## config.mk

```make
export PLATFORM = sky130hd
export DESIGN_NAME = dacc_ctrl
export DESIGN_NICKNAME = d
export VERILOG_FILES = /design/src/dacc_pkg.sv /design/src/dacc_ctrl.sv /design/src/dacc_debounce.sv /design/src/dacc_cal_store.sv
export SDC_FILE = /design/constraint.sdc
export NUM_CORES = 2
export LEC_CHECK = 0
export BUFFER_PORTS_ARGS = -buffer_cell sky130_fd_sc_hd__buf_2
export CELL_PAD_IN_SITES_DETAIL_PLACEMENT = 1
export CELL_PAD_IN_SITES_GLOBAL_PLACEMENT = 2
export CORE_MARGIN = 8
export CORE_UTILIZATION = 41
export DETAILED_ROUTE_END_ITERATION = 8
export PLACE_DENSITY_LB_ADDON = 0.1
export SLEW_MARGIN = 30
export SYNTH_ARGS = -nofsm -noshare
export SYNTH_HDL_FRONTEND = slang
export SYNTH_SLANG_ARGS = --single-unit
```

## constraint.sdc

```tcl
create_clock -name ref_clk -period 43.4 [get_ports ref_clk]
set_input_delay 8.68 -clock ref_clk [delete_from_list [all_inputs] [get_ports ref_clk]]
set_output_delay 8.68 -clock ref_clk [all_outputs]
set_load 0.01 [all_outputs]
```

## src/dacc_pkg.sv

```systemverilog
package dacc_pkg;
  localparam int NCH = 8;
  localparam int CLK_HZ = 100_000_000;
  // Times in milliseconds, cycle counts derived from the clock rate
  localparam int LONG_PRESS_MS = 1500;
  localparam int REPEAT_MS = 20;
  localparam int FAST_BLINK_MS = 100;
  localparam int SLOW_BLINK_MS = 500;
  localparam int DEBOUNCE_MS = 10;
  localparam int LONG_PRESS_CYC = LONG_PRESS_MS * (CLK_HZ / 1000);
  localparam int REPEAT_CYC = REPEAT_MS * (CLK_HZ / 1000);
  localparam int FAST_BLINK_CYC = FAST_BLINK_MS * (CLK_HZ / 1000);
  localparam int SLOW_BLINK_CYC = SLOW_BLINK_MS * (CLK_HZ / 1000);
  localparam int DEBOUNCE_CYC = DEBOUNCE_MS * (CLK_HZ / 1000);
  // Register byte offsets
  localparam logic [7:0] REG_CTRL = 8'h00;
  localparam logic [7:0] REG_STATUS = 8'h04;
  localparam logic [7:0] REG_INT_STAT = 8'h08;
  localparam logic [7:0] REG_INT_MASK = 8'h0C;
  localparam logic [7:0] REG_DATA0 = 8'h10;
  localparam logic [7:0] REG_DATA7 = 8'h2C;
  localparam logic [31:0] CTRL_RESET = 32'h0000_0000;
  localparam logic [4:0] MASK_RESET = 5'h00;
  // Interrupt event bit positions
  localparam int EV_TEST_ENTER = 0;
  localparam int EV_TEST_EXIT = 1;
  localparam int EV_STORED = 2;
  localparam int EV_REJECTED = 3;
  localparam int EV_RANGE = 4;
  localparam int NEV = 5;
  // Calibration select switch codes
  localparam logic [1:0] SEL_STORE = 2'h0;
  localparam logic [1:0] SEL_OFFSET = 2'h1;
  localparam logic [1:0] SEL_GAIN = 2'h2;
  // Calibration in mV or uA, one step per count
  localparam logic signed [15:0] V_OFFS_DEF = 16'sh0000;
  localparam logic signed [15:0] V_GAIN_DEF = 16'sh2710;
  localparam logic signed [15:0] I_OFFS_DEF = 16'sh0FA0;
  localparam logic signed [15:0] I_GAIN_DEF = 16'sh4E20;
  localparam logic signed [15:0] V_MIN = -16'sh2710;
  localparam logic signed [15:0] V_MAX = 16'sh2710;
  localparam logic signed [15:0] I_MIN = 16'sh0000;
  localparam logic signed [15:0] I_MAX = 16'sh4E20;
  localparam logic [12:0] CODE_CLEAR = 13'h0000;

  typedef enum logic {MODE_NORMAL, MODE_TEST} dacc_mode_type;

  typedef struct packed {
    logic active;
    logic [12:0] code;
    logic signed [15:0] offset;
    logic signed [15:0] gain;
  } dacc_chan_type;

  typedef struct packed {
    logic [7:0] addr;
    logic [31:0] wdata;
    logic wr;
    logic rd;
  } dacc_bus_type;

  typedef struct packed {
    logic test_short;
    logic retain_short;
    logic up;
    logic down;
    logic [1:0] cal_sel;
    logic [3:0] ch_sel;
  } dacc_panel_type;
endpackage

```

## src/dacc_ctrl.sv

```systemverilog
// Operation
// - Shorted test jumper puts the block in calibration test mode.
// - Open test jumper runs normal mode, driving converted values out.
// - On host stop: hold last output if retain jumper shorted, else clear.
// - Retain jumper open, the factory state, means clear on host stop.
// - Output follows retain choice, output enable flag and channel enable.
// - Power-up calibration gives 10 V or 20 mA gain, 0 V or 4 mA offset.
// - Offset and gain may be changed only in test mode.
// - Entering test mode halts conversion on all channels at once.
// - Leaving test mode restarts all channels with the new calibration.
// - Adjusted value is stored only when selector moves to store position.
// - Test exit with selector at offset or gain keeps old values.
// - Run LED flickers every 0.1 s while adjusted value is out of range.
// - Store is refused while the out-of-range flicker is active.
// - Tap under 1.5 s steps once; longer hold steps every 0.02 s.
// - Run LED flashes slowly while selector is at offset or gain.
// - Channel selector picks 1 to 8, test mode only; 0 and 9 ignored.
//
// Our own choices: the strobed register port and the register addresses.
`timescale 1ns/1ps
module dacc_ctrl import dacc_pkg::*; #(
  parameter logic CURRENT_VARIANT = 1'b0,
  parameter int LONG_CYC = LONG_PRESS_CYC,
  parameter int REP_CYC = REPEAT_CYC,
  parameter int FAST_CYC = FAST_BLINK_CYC,
  parameter int SLOW_CYC = SLOW_BLINK_CYC,
  parameter int DEB_CYC = DEBOUNCE_CYC
) (
  // Clock and reset
  input wire logic ref_clk,
  input wire logic rst,
  // Register port
  input wire dacc_bus_type bus,
  output logic [31:0] rd_data,
  // Front panel and host state
  input wire dacc_panel_type panel,
  input wire logic cpu_run,
  // Converter drive and indicators
  output dacc_chan_type [NCH-1:0] chan,
  output logic run_led,
  output logic irq
);
  dacc_panel_type pnl;
  dacc_debounce #(.W(10), .DEB_CYC(DEB_CYC)) u_deb (
    .ref_clk(ref_clk),
    .rst(rst),
    .raw(panel),
    .clean(pnl)
  );

  // Mode
  dacc_mode_type mode_ff, nxt_mode;
  always_comb begin
    case (mode_ff)
      MODE_NORMAL: nxt_mode = pnl.test_short ? MODE_TEST : MODE_NORMAL;
      MODE_TEST: nxt_mode = pnl.test_short ? MODE_TEST : MODE_NORMAL;
      default: nxt_mode = MODE_NORMAL;
    endcase
  end
  wire in_test = mode_ff == MODE_TEST;
  wire test_enter = !in_test && nxt_mode == MODE_TEST;
  wire test_exit = in_test && nxt_mode == MODE_NORMAL;

  // Calibration selection
  logic [1:0] sel_q_ff;
  wire sel_adj = pnl.cal_sel == SEL_OFFSET || pnl.cal_sel == SEL_GAIN;
  wire q_adj = sel_q_ff == SEL_OFFSET || sel_q_ff == SEL_GAIN;
  wire adj_active = in_test && sel_adj;
  wire ch_valid = pnl.ch_sel >= 4'h1 && pnl.ch_sel <= 4'h8;
  wire [2:0] ch_idx = 3'(pnl.ch_sel - 4'h1);
  wire is_gain = pnl.cal_sel == SEL_GAIN;
  // Switching into a position reloads the edit value; a channel change
  // does not, so a pending value follows the knob to the new channel
  wire load_work = adj_active && (!q_adj || sel_q_ff != pnl.cal_sel);
  wire store_try = in_test && q_adj && pnl.cal_sel == SEL_STORE && ch_valid;

  logic signed [NCH-1:0][15:0] st_offs, st_gain;
  logic signed [15:0] work_ff;
  logic range_err_ff;
  wire store_ok = store_try && !range_err_ff;
  dacc_cal_store #(.CURRENT_VARIANT(CURRENT_VARIANT)) u_store (
    .ref_clk(ref_clk),
    .rst(rst),
    .wr_en(store_ok),
    .wr_gain(sel_q_ff == SEL_GAIN),
    .wr_ch(ch_idx),
    .wr_val(work_ff),
    .offs(st_offs),
    .gain(st_gain)
  );

  // Up/down stepping with auto-repeat
  logic press_q_ff;
  logic [27:0] hold_cnt_ff;
  logic [27:0] rep_cnt_ff;
  wire press = pnl.up ^ pnl.down;
  wire long_held = hold_cnt_ff == 28'(LONG_CYC - 1);
  wire rep_due = long_held && rep_cnt_ff == 28'(REP_CYC - 1);
  wire step = adj_active && ch_valid && press && (!press_q_ff || rep_due);
  wire signed [15:0] lim_min = CURRENT_VARIANT ? I_MIN : V_MIN;
  wire signed [15:0] lim_max = CURRENT_VARIANT ? I_MAX : V_MAX;
  wire signed [15:0] cur_offs = st_offs[ch_idx];
  wire signed [15:0] cur_gain = st_gain[ch_idx];
  wire signed [15:0] nxt_work = load_work ? (is_gain ? cur_gain : cur_offs)
                              : step ? (pnl.up ? work_ff + 16'sh0001
                                               : work_ff - 16'sh0001)
                              : work_ff;
  wire nxt_err = adj_active && (nxt_work < lim_min || nxt_work > lim_max
                 || (is_gain ? nxt_work <= cur_offs : nxt_work >= cur_gain));

  always_ff @(posedge ref_clk or posedge rst) begin
    if (rst) begin
      press_q_ff <= 1'b0;
      hold_cnt_ff <= 28'h0000000;
      rep_cnt_ff <= 28'h0000000;
    end else begin
      press_q_ff <= press;
      hold_cnt_ff <= !press ? 28'h0000000 : long_held ? hold_cnt_ff
                     : hold_cnt_ff + 28'h0000001;
      rep_cnt_ff <= (!long_held || rep_due) ? 28'h0000000 : rep_cnt_ff + 28'h0000001;
    end
  end

  always_ff @(posedge ref_clk or posedge rst) begin
    if (rst) begin
      mode_ff <= MODE_NORMAL;
      sel_q_ff <= SEL_STORE;
      work_ff <= 16'sh0000;
      range_err_ff <= 1'b0;
    end else begin
      mode_ff <= nxt_mode;
      sel_q_ff <= in_test ? pnl.cal_sel : SEL_STORE;
      work_ff <= nxt_work;
      range_err_ff <= nxt_err;
    end
  end

  // Run LED
  logic [27:0] blink_cnt_ff;
  logic blink_ff;
  wire [27:0] blink_end = range_err_ff ? 28'(FAST_CYC - 1) : 28'(SLOW_CYC - 1);
  wire blink_wrap = blink_cnt_ff >= blink_end;
  always_ff @(posedge ref_clk or posedge rst) begin
    if (rst) begin
      blink_cnt_ff <= 28'h0000000;
      blink_ff <= 1'b0;
    end else if (!adj_active) begin
      blink_cnt_ff <= 28'h0000000;
      blink_ff <= 1'b1;
    end else begin
      blink_cnt_ff <= blink_wrap ? 28'h0000000 : blink_cnt_ff + 28'h0000001;
      if (blink_wrap) blink_ff <= !blink_ff;
    end
  end
  logic led_ff;
  always_ff @(posedge ref_clk or posedge rst) begin
    if (rst) led_ff <= 1'b0;
    else led_ff <= in_test ? (adj_active && blink_ff) : 1'b1;
  end
  assign run_led = led_ff;

  // Registers
  logic [31:0] ctrl_ff;
  logic [12:0] data_ff [NCH];
  logic [NEV-1:0] int_stat_ff, int_mask_ff;
  logic [31:0] rd_data_ff;
  wire conv_out_en = ctrl_ff[0];
  wire [7:0] chan_en = ctrl_ff[15:8];
  wire hit_data = bus.addr >= REG_DATA0 && bus.addr <= REG_DATA7 && bus.addr[1:0] == 2'h0;
  wire [2:0] data_idx = 3'((bus.addr - REG_DATA0) >> 2);
  wire [NEV-1:0] events;
  assign events[EV_TEST_ENTER] = test_enter;
  assign events[EV_TEST_EXIT] = test_exit;
  assign events[EV_STORED] = store_ok;
  assign events[EV_REJECTED] = store_try && range_err_ff;
  assign events[EV_RANGE] = nxt_err && !range_err_ff;
  wire [NEV-1:0] w1c = (bus.wr && bus.addr == REG_INT_STAT) ? bus.wdata[NEV-1:0] : '0;
  wire [31:0] status_word = {16'h0000, pnl.ch_sel, 2'h0, pnl.cal_sel,
                             3'h0, range_err_ff, cpu_run, pnl.retain_short, 1'b0, in_test};
  wire [31:0] rd_mux = !bus.rd ? 32'h0000_0000
                     : bus.addr == REG_CTRL ? ctrl_ff
                     : bus.addr == REG_STATUS ? status_word
                     : bus.addr == REG_INT_STAT ? 32'(int_stat_ff)
                     : bus.addr == REG_INT_MASK ? 32'(int_mask_ff)
                     : hit_data ? 32'(data_ff[data_idx])
                     : 32'h0000_0000;

  always_ff @(posedge ref_clk or posedge rst) begin
    if (rst) begin
      ctrl_ff <= CTRL_RESET;
      int_stat_ff <= '0;
      int_mask_ff <= MASK_RESET;
      rd_data_ff <= 32'h0000_0000;
    end else begin
      if (bus.wr && bus.addr == REG_CTRL) ctrl_ff <= {16'h0000, bus.wdata[15:8], 7'h00, bus.wdata[0]};
      if (bus.wr && bus.addr == REG_INT_MASK) int_mask_ff <= bus.wdata[NEV-1:0];
      // Set wins over a clear in the same cycle
      int_stat_ff <= (int_stat_ff & ~w1c) | events;
      rd_data_ff <= rd_mux;
    end
  end
  assign rd_data = rd_data_ff;
  assign irq = |(int_stat_ff & int_mask_ff);

  // Channel outputs
  genvar i;
  generate
    for (i = 0; i < NCH; i++) begin : g_out
      always_ff @(posedge ref_clk or posedge rst) begin
        if (rst) data_ff[i] <= 13'h0000;
        else if (bus.wr && hit_data && data_idx == 3'(i)) data_ff[i] <= bus.wdata[12:0];
      end
      wire run_ch = !in_test && conv_out_en && chan_en[i];
      always_ff @(posedge ref_clk or posedge rst) begin
        if (rst) begin
          chan[i] <= '0;
        end else if (in_test) begin
          chan[i].active <= 1'b0;
        end else begin
          chan[i].offset <= st_offs[i];
          chan[i].gain <= st_gain[i];
          chan[i].active <= run_ch;
          if (!run_ch) chan[i].code <= CODE_CLEAR;
          else if (cpu_run) chan[i].code <= data_ff[i];
          else if (!pnl.retain_short) chan[i].code <= CODE_CLEAR;
        end
      end
    end
  endgenerate

  property p_halt;
    @(posedge ref_clk) disable iff (rst) in_test |=> !chan[0].active && !chan[7].active;
  endproperty
  a_halt: assert property (p_halt) else $error("Channel active in test mode");

  property p_edit_test;
    @(posedge ref_clk) disable iff (rst)
      (!in_test || !ch_valid) |=> $stable(st_offs) && $stable(st_gain);
  endproperty
  a_edit_test: assert property (p_edit_test) else $error("Store outside test mode");

  property p_enter;
    @(posedge ref_clk) disable iff (rst) pnl.test_short |=> in_test;
  endproperty
  a_enter: assert property (p_enter) else $error("Test mode not entered");

  property p_normal;
    @(posedge ref_clk) disable iff (rst) !pnl.test_short |=> !in_test;
  endproperty
  a_normal: assert property (p_normal) else $error("Normal mode not resumed");

  property p_freeze;
    @(posedge ref_clk) disable iff (rst) in_test |=> $stable(chan[0].code);
  endproperty
  a_freeze: assert property (p_freeze) else $error("Output code moved in test mode");

  property p_ignore_ch;
    @(posedge ref_clk) disable iff (rst) (!ch_valid && !load_work) |=> $stable(work_ff);
  endproperty
  a_ignore_ch: assert property (p_ignore_ch) else $error("Invalid channel edited");

  property p_reject;
    @(posedge ref_clk) disable iff (rst)
      (store_try && range_err_ff) |=> $stable(st_offs) && $stable(st_gain);
  endproperty
  a_reject: assert property (p_reject) else $error("Out-of-range value stored");

  property p_clear;
    @(posedge ref_clk) disable iff (rst)
      (!in_test && !cpu_run && !pnl.retain_short) |=> chan[0].code == CODE_CLEAR;
  endproperty
  a_clear: assert property (p_clear) else $error("Output not cleared on stop");

  wire run_ch_0 = conv_out_en && chan_en[0];
  property p_hold;
    @(posedge ref_clk) disable iff (rst)
      (!in_test && !cpu_run && pnl.retain_short && run_ch_0) |=> $stable(chan[0].code);
  endproperty
  a_hold: assert property (p_hold) else $error("Output not held on stop");

  property p_store;
    @(posedge ref_clk) disable iff (rst)
      store_ok |=> (($past(sel_q_ff) == SEL_GAIN) ? st_gain[$past(ch_idx)]
                    : st_offs[$past(ch_idx)]) == $past(work_ff);
  endproperty
  a_store: assert property (p_store) else $error("Value not committed");

  property p_led;
    @(posedge ref_clk) disable iff (rst) !in_test |=> run_led;
  endproperty
  a_led: assert property (p_led) else $error("Run LED off in normal mode");

  property p_led_store;
    @(posedge ref_clk) disable iff (rst) (in_test && !adj_active) |=> !run_led;
  endproperty
  a_led_store: assert property (p_led_store) else $error("Run LED lit at store position");

  property p_fast;
    @(posedge ref_clk) disable iff (rst)
      (adj_active && range_err_ff && $past(range_err_ff)) |-> blink_cnt_ff <= 28'(FAST_CYC - 1);
  endproperty
  a_fast: assert property (p_fast) else $error("Range flicker too slow");

  property p_irq;
    @(posedge ref_clk) disable iff (rst)
      (events[EV_STORED] && int_mask_ff[EV_STORED]) ##1 int_mask_ff[EV_STORED] |-> irq;
  endproperty
  a_irq: assert property (p_irq) else $error("Interrupt missing after store");

  property p_step;
    @(posedge ref_clk) disable iff (rst)
      (step && !load_work && pnl.up) |=> work_ff == $past(work_ff) + 16'sh0001;
  endproperty
  a_step: assert property (p_step) else $error("Up step not applied");
endmodule

```

## src/dacc_debounce.sv

```systemverilog
`timescale 1ns/1ps
module dacc_debounce import dacc_pkg::*; #(
  parameter int W = 10,
  parameter int DEB_CYC = DEBOUNCE_CYC
) (
  // Clock and reset
  input wire logic ref_clk,
  input wire logic rst,
  // Raw and clean levels
  input wire logic [W-1:0] raw,
  output logic [W-1:0] clean
);
  genvar i;
  generate
    for (i = 0; i < W; i++) begin : g_bit
      logic s1_ff, s2_ff, out_ff;
      logic [23:0] cnt_ff;
      wire differs = s2_ff != out_ff;
      wire done = cnt_ff == 24'(DEB_CYC - 1);
      always_ff @(posedge ref_clk or posedge rst) begin
        if (rst) begin
          s1_ff <= 1'b0;
          s2_ff <= 1'b0;
          out_ff <= 1'b0;
          cnt_ff <= 24'h000000;
        end else begin
          s1_ff <= raw[i];
          s2_ff <= s1_ff;
          // New level must stay put for the full window
          cnt_ff <= (differs && !done) ? cnt_ff + 24'h000001 : 24'h000000;
          if (differs && done) out_ff <= s2_ff;
        end
      end
      assign clean[i] = out_ff;
    end
  endgenerate
endmodule

```

## src/dacc_cal_store.sv

```systemverilog
`timescale 1ns/1ps
module dacc_cal_store import dacc_pkg::*; #(
  parameter logic CURRENT_VARIANT = 1'b0
) (
  // Clock and reset
  input wire logic ref_clk,
  input wire logic rst,
  // Write port
  input wire logic wr_en,
  input wire logic wr_gain,
  input wire logic [2:0] wr_ch,
  input wire logic signed [15:0] wr_val,
  // Stored values
  output logic signed [NCH-1:0][15:0] offs,
  output logic signed [NCH-1:0][15:0] gain
);
  // Stands in for the nonvolatile cells; power-up restores defaults
  logic signed [15:0] offs_mem_ff [NCH];
  logic signed [15:0] gain_mem_ff [NCH];
  genvar i;
  generate
    for (i = 0; i < NCH; i++) begin : g_ch
      always_ff @(posedge ref_clk or posedge rst) begin
        if (rst) begin
          offs_mem_ff[i] <= CURRENT_VARIANT ? I_OFFS_DEF : V_OFFS_DEF;
          gain_mem_ff[i] <= CURRENT_VARIANT ? I_GAIN_DEF : V_GAIN_DEF;
        end else if (wr_en && wr_ch == 3'(i)) begin
          if (wr_gain) gain_mem_ff[i] <= wr_val;
          else offs_mem_ff[i] <= wr_val;
        end
      end
      assign offs[i] = offs_mem_ff[i];
      assign gain[i] = gain_mem_ff[i];
    end
  endgenerate
endmodule

```

* Word level (Yosys, flattened, before mapping)
Cells that the tools add are included.
Operators by class: add/sub/neg operators 17, $lt $le $gt $ge 11, equality and inequality tests 54, muxes and demuxes 65, bitwise gates (word level) 9, reductions and logical operators 121
Operators with widths (number):
- 2-to-1 mux 13 bit | 22
- adder 24 x 1 -> 24 bit, second input constant | 10
- == test 24 x 20 -> 1 bit, second input constant | 10
- 2-to-1 mux 24 bit | 10
- 2-to-1 mux 16 bit | 9
- 2-to-1 mux 28 bit | 5
- binary-select mux 16 bit (select 3 bit) | 2
- adder 28 x 1 -> 28 bit, second input constant | 3
- logical AND 1 bit | 68
- AND reduction 2 bit | 24
- binary-select mux 13 bit (select 3 bit) | 1
- == test 28 x 21 -> 1 bit, second input constant | 1
- == test 28 bit, second input constant | 1
- greater-or-equal comparator 28 x 26 -> 1 bit | 1
- 2-to-1 mux 26 bit | 1
- == test 3 bit, second input constant | 8
- != test 3 bit, second input constant | 8
- adder 16 x 2 -> 16 bit, second input constant | 1
- == test 8 x 4 -> 1 bit, second input constant | 2
- greater-or-equal comparator 16 bit | 1
- greater-than comparator 16 x 15 -> 1 bit, second input constant | 1
- less-or-equal comparator 16 bit | 1
- logical NOT 1 bit | 16
- less-than comparator 16 x 15 -> 1 bit, second input constant | 1
- other kinds (32) | 70
Storage, ports and cells: bits in registers 1140, bits of input ports 55, word-level logic and storage cells 387

* Depth between registers and ports, before layout
depth after elaboration 14, gate-level depth with buffers 25, gate-level depth less buffers 20

* Modules after synthesis
Synthesis repeated with hierarchy kept, for this count alone.
Second synthesis, totals: cells, all modules 4106, area, all modules 51575.7 um^2
By module, submodules not included:
- dacc_ctrl | instances 1, cells an instance 2160, area an instance 28630.0 um^2, sequential area each 15364.7 um^2
- dacc_debounce | instances 1, cells an instance 1371, area an instance 13305.3 um^2, sequential area each 6756.5 um^2
- dacc_cal_store | instances 1, cells an instance 575, area an instance 9640.5 um^2, sequential area each 6456.2 um^2

* Worst setup path before layout
No wires, ideal clock.
path type input to register, from in bus[35] (netlist name), to reg data_ff[44] (netlist name), library setup time 125 ps, data arrival time 10942 ps, path slack 32333 ps, cell stages on the path 7, path buffers 2, cells stage by stage or4_1 > clkbuf_1 > nor2_1 > nand3_1 > nor3_1 > clkbuf_1 > mux2_2
Between the ends: longest elaborated chain between the ends 5
Ends and longest elaborated chain:
- start, declared | line dacc_ctrl.sv:33 | input wire dacc_bus_type bus,
- greater-or-equal comparator 8 x 5 -> 1 bit / less-or-equal comparator 8 x 6 -> 1 bit (equally long branches) | line dacc_ctrl.sv:169 | wire hit_data = bus.addr >= REG_DATA0 && bus.addr <= REG_DATA7 && bus.addr[1:0] == 2'h0;
- logical AND 1 bit (2 in a row) | line dacc_ctrl.sv:169
- logical AND 1 bit | line dacc_ctrl.sv:211 | else if (bus.wr && hit_data && data_idx == 3'(i)) data_ff[i] <= bus.wdata[12:0];
- logical AND 1 bit (*) | line dacc_ctrl.sv:211
- end signal, assigned by index | line dacc_ctrl.sv:211
- end, declared | line dacc_ctrl.sv:164 | logic [12:0] data_ff [NCH];
Every way passes the cells marked *; elsewhere a longest branch is shown, timed or not. A chain may end at the register's enable or synchronous reset.

* Worst setup path in the final report
from in bus[35] (netlist name), to reg ctrl_ff[13]
Between the ends: longest elaborated chain between the ends 2
Ends and longest elaborated chain:
- logical NOT 8 bit | line dacc_ctrl.sv:195 | if (bus.wr && bus.addr == REG_CTRL) ctrl_ff <= {16'h0000, bus.wdata[15:8], 7'h00, bus.wdata[0]};
- logical AND 1 bit | line dacc_ctrl.sv:195
- end signal, assigned | line dacc_ctrl.sv:195
- end, declared | line dacc_ctrl.sv:163 | logic [31:0] ctrl_ff;
No other way between the ends.

==> qor.txt <==
CLOCK NETWORK
----------------------------------------------------------------------------------------
# H-tree levels ...........................................................            4
Number of gates given a new drive strength after cts ......................            0
CTS tree ..................................................................         done
Clk slew on worst S/H paths ...............................................      0.06 ns
Number of setup buffers added after CTS ...................................            0
Clock root buffer ......................................................... sky130_fd_sc_hd__clkbuf_16
Longest Clk Path Bufs .....................................................            3
Post-CTS Hold Buffers .....................................................            0
TritonCTS sink count ......................................................         1140
Worst skew pair latency ...................................................      0.75 ns
Cts bufs inserted .........................................................          132

STA
----------------------------------------------------------------------------------------
Fmax ......................................................................    89.84 MHz
Pin slew with the least headroom to its limit .............................    0.9959 ns
Period utilization ........................................................       0.2565
Clock Skew ................................................................   0.03210 ns
Final Max Slew Viols ......................................................            0
Setup repair after global routing missed its margin .......................        false
Headroom to the max-slew limit ............................................       0.3361
Endpoints failing setup ...................................................            0
Final critical delay including setup and external delays ..................     11.13 ns
Setup TNS .................................................................         0 ns
Count of final hold-check violations ......................................            0

SETUP PATH
----------------------------------------------------------------------------------------
Ordered cell list for the critical path ................................... buf_2, or4_1, nor3_1, nor3b_2, nand2_1, mux2_2
Critical Path Source ......................................................      bus[35]
Critical Path AT ..........................................................     11.74 ns
Stage delay of the slowest cell on the critical path ......................      0.81 ns
Critical-path top delay cell .............................................. sky130_fd_sc_hd__nor3b_2
Critical path startpoint category ......................................... primary input
Critical path capture point type ..........................................    flip-flop
Worst reg2reg startpoint .................................................. u_deb.g_bit[0].out_ff$_DFFE_PP0P_
Crit Path Class ........................................................... primary input to flip-flop
End of the worst register-to-register path ................................ int_stat_ff[4]$_DFF_PP0_
Worst reg-to-reg path cell count ..........................................           20
Critical path fanouts, max ................................................           11
Critical Path RT ..........................................................     44.01 ns
Worst reg-to-reg setup slack ..............................................     36.80 ns

CELLS AND AREA
----------------------------------------------------------------------------------------
Most common cell after layout, fill and taps aside ........................ sky130_fd_sc_hd__dfrtp_1
Layout area overhead ......................................................       16.49%
Most frequent cells in the layout ......................................... sky130_fd_sc_hd__dfrtp_1, sky130_fd_sc_hd__mux2_2, sky130_fd_sc_hd__buf_2
Share of final-layout standard cells stronger than drive strength 1 .......       0.3191
Ant. Diodes ...............................................................            0
Final standard cell count with taps included and fillers excluded .........         6194
Final-stage net count .....................................................         4590

GLOBAL ROUTE
----------------------------------------------------------------------------------------
Wire length of the first global-routing pass ..............................    228600 µm
Antenna violations before repair ..........................................            4
Remaining Overflow, GRT ...................................................            0
GRT Total Usage ...........................................................       0.2147
Global routing's busiest layer ............................................         met2
Maximum number of pins on one net before global-route repair ..............          164
Met3 Resource Use GR ......................................................      0.04407
GRT met2 Usage ............................................................       0.3513
Via count of the first global-routing pass ................................        36120
Global-route met1 utilization .............................................       0.2941

ROUTE
----------------------------------------------------------------------------------------
Average via count per standard cell .......................................        5.387
Count of nets left with antenna violations after detail routing ...........            0
Detailed Route WL .........................................................    145400 µm
Number of vias in the routed layout .......................................        33370
DRC viols .................................................................            0
Number of search-and-repair iterations in the first detailed-routing pass .            5
Mean routed wirelength per cell ...........................................     23.48 µm
Initial DRC Count .........................................................         1659

POWER
----------------------------------------------------------------------------------------
Power density of the placed cells ......................................... 38.48 nW/µm²
NetSw .....................................................................    0.4996 mW
Pleak .....................................................................     28.70 nW
Sw Share ..................................................................       0.2205
Sequential share of power .................................................        0.477
Worst vdd rail ir drop .................................................... 0.00003743 V
Cell-internal power .......................................................     1.766 mW
Fraction of power consumed by combinational cells .........................        0.023
Part of the power in the clock network ....................................        0.500

HOLD PATH
----------------------------------------------------------------------------------------
Worst hold start .......................................................... u_deb.g_bit[0].s1_ff$_DFF_PP0_
Hold Path Class ........................................................... flip-flop to flip-flop
Worst Hold Path EP ........................................................ u_deb.g_bit[0].s2_ff$_DFF_PP0_
Number of cells on the worst hold path ....................................            0

SYNTH
----------------------------------------------------------------------------------------
Number of flops mapped to enable cells by yosys ...........................            0
Predominant post-synthesis flop cell ...................................... sky130_fd_sc_hd__dfrtp_1
Total number of yosys warnings ............................................            0
Fraction of registers with async set or reset after synthesis .............        1.000
Cell area after synthesis .................................................    50550 µm²
Instance count of the mapped netlist ......................................         4035
Cell variety after synth ..................................................           85
Proportion of synthesized chip area in sequential cells ...................       0.5653
Number of synthesized register bits .......................................         1140
Average cell area after synthesis .........................................    12.53 µm²

FLOORPLANNING
----------------------------------------------------------------------------------------
Die footprint .............................................................   134800 µm²
Row cnt ...................................................................          129
Effective utilization at floorplan ........................................       0.4110
Die Ht ....................................................................     367.1 µm
Number of ports placed on the die boundary ................................          457
Standard cell core area ...................................................   123000 µm²
Width of the die ..........................................................     367.1 µm

RUN STATUS
----------------------------------------------------------------------------------------
Result of the run ......................................................... complete, no violations

PLACED DESIGN
----------------------------------------------------------------------------------------
# placed instances ........................................................         5962
Final weighted congestion in routability-driven placement .................       0.7734
Number of input and output port buffers inserted ..........................          424
Final HPWL DP .............................................................     99510 µm

FLOW RUN
----------------------------------------------------------------------------------------
Number of max-cap violations ..............................................            0

worst max path at each step:
stage / to / slack [ns] / cells after the start
2_1_floorplan: blink_cnt_ff[0]$_DFF_PP0_ / 2.68 / 1
3_3_place_gp: chan[127]$_DFFE_PP0P_ / 31.12 / 5
3_5_place_dp: chan[173]$_DFFE_PP0P_ / 31.11 / 5
4_1_cts: chan[127]$_DFFE_PP0P_ / 31.94 / 5
5_1_grt: u_deb.g_bit[0].cnt_ff[3]$_DFF_PP0_ / 32.12 / 5
6_report: ctrl_ff[13]$_DFFE_PP0P_ / 32.27 / 6
through the flow:
| step | instance area [µm²] | worst slack (ns) | hold WS [ns] | util | total power [mW] |
|---|---|---|---|---|---|
| 2_1_floorplan | 50610 | 2.681 | 0.3312 | - | 1.136 |
| 3_3_place_gp | 54450 | 31.12 | 0.3342 | 0.4427 | 1.152 |
| 3_5_place_dp | 54470 | 31.11 | 0.3363 | 0.4428 | 1.153 |
| 4_1_cts | 58860 | 31.94 | 0.3429 | 0.4786 | 2.301 |
| 5_1_grt | 58890 | 32.12 | 0.3493 | 0.4788 | 2.347 |
| 6_report | 58890 | 32.27 | 0.3457 | 0.4788 | 2.266 |
layer usage:
| metal | part of all wire | wire length (µm) |
|---|---|---|
| met1 | 0.46 | 66340 |
| met2 | 0.48 | 69960 |
| met3 | 0.043 | 6277 |
| met4 | 0.019 | 2834 |
| met5 | 0.00017 | 24 |
cells in the mapped netlist, types with 4 or more instances:
master | n | area, µm²
sky130_fd_sc_hd__dfrtp_1 | 1100 | 27530
sky130_fd_sc_hd__mux2_2 | 609 | 6858
sky130_fd_sc_hd__nor2_1 | 389 | 1460
sky130_fd_sc_hd__nand2_1 | 266 | 998.5
sky130_fd_sc_hd__xor2_1 | 184 | 1612
sky130_fd_sc_hd__clkbuf_1 | 143 | 536.8
sky130_fd_sc_hd__nand3_1 | 139 | 695.7
sky130_fd_sc_hd__a22o_1 | 105 | 919.6
sky130_fd_sc_hd__o21ai_0 | 96 | 480.5
sky130_fd_sc_hd__xnor2_1 | 96 | 840.8
sky130_fd_sc_hd__and3_1 | 92 | 575.6
sky130_fd_sc_hd__mux4_2 | 84 | 1892
sky130_fd_sc_hd__a21oi_1 | 78 | 390.4
sky130_fd_sc_hd__ha_1 | 75 | 938.4
sky130_fd_sc_hd__inv_1 | 58 | 217.7
sky130_fd_sc_hd__mux2i_1 | 52 | 520.5
sky130_fd_sc_hd__or3_1 | 43 | 269.0
sky130_fd_sc_hd__dfstp_2 | 40 | 1051
sky130_fd_sc_hd__nand4_1 | 40 | 250.2
sky130_fd_sc_hd__nor3_1 | 31 | 155.2
sky130_fd_sc_hd__buf_1 | 23 | 86.33
sky130_fd_sc_hd__buf_4 | 23 | 172.7
sky130_fd_sc_hd__and2_1 | 22 | 137.6
sky130_fd_sc_hd__nor4_1 | 22 | 137.6
sky130_fd_sc_hd__nor4b_1 | 22 | 192.7
sky130_fd_sc_hd__a21o_1 | 20 | 150.1
sky130_fd_sc_hd__nor2b_1 | 15 | 93.84
sky130_fd_sc_hd__buf_2 | 13 | 65.06
sky130_fd_sc_hd__a31oi_1 | 12 | 75.07
sky130_fd_sc_hd__and4_1 | 12 | 105.1
sky130_fd_sc_hd__a211oi_1 | 11 | 82.58
sky130_fd_sc_hd__nand2b_1 | 11 | 68.82
sky130_fd_sc_hd__or2_2 | 11 | 68.82
sky130_fd_sc_hd__a22oi_1 | 6 | 45.04
sky130_fd_sc_hd__o21a_1 | 6 | 45.04
sky130_fd_sc_hd__a311o_1 | 5 | 50.05
sky130_fd_sc_hd__a311oi_1 | 5 | 43.79
sky130_fd_sc_hd__a222oi_1 | 4 | 40.04
sky130_fd_sc_hd__o41ai_1 | 4 | 35.03
sky130_fd_sc_hd__or4_1 | 4 | 30.03
critical path, delay by kind of cell:
family / cells / cell delay (ns)
muxes: 1 / 0.41
buffers and inverters: 1 / 0.09
and+or+nand+nor: 4 / 2.54
power groups by stage:
stage               Combinational, mW  Clock (mW)  Sequential [mW]
global placement               0.0528           0             1.10
global route                   0.0591        1.21             1.08
finish                         0.0516        1.13             1.08
CTS                            0.0535        1.17             1.08
floorplan                      0.0370           0             1.10
detailed placement             0.0532           0             1.10
layout make-up:
class                      count  area (µm²)
multi-input combinational   2649       21060
tap                         1637        2048
fill                       12750       64100
inverter                      60       232.7
timing repair buffer         476        2572
clock inverter                40       560.5
sequential                  1140       28580
clock buffer                 192        3832
cell families (layout without fill, tap and decap cells):
kind of cell / Yosys count / count (layout) / share of synthesized area
adder cells (fa/ha/maj): 76 / 76 / 0.01896
AND/OR/NAND/NOR: 1136 / 1136 / 0.1073
flip-flops: 1140 / 1140 / 0.5653
XOR/XNOR: 282 / 282 / 0.04916
buffers and inverters: 262 / 768 / 0.02148
other: 1 / 17 / 0.00007418
multiplexers: 747 / 747 / 0.1838
AO/OA/AOI/OAI: 391 / 391 / 0.05391
state kept, by name (all words and copies together) (netlist names):
name and count:
in_test 1, u_store.offs 128, blink_cnt_ff 28, int_mask_ff 5
int_stat_ff 5, run_led 1, u_store.gain 128, blink_ff 1
chan 368, work_ff 16, rep_cnt_ff 28, u_deb.g_bit.s2_ff 10
range_err_ff 1, rd_data 16, ctrl_ff 9, hold_cnt_ff 28
sel_q_ff 2, data_ff 104, u_deb.g_bit.cnt_ff 240, u_deb.g_bit.s1_ff 10
press_q_ff 1, u_deb.g_bit.out_ff 10
Note: power is estimated with default switching activity, not from simulation.
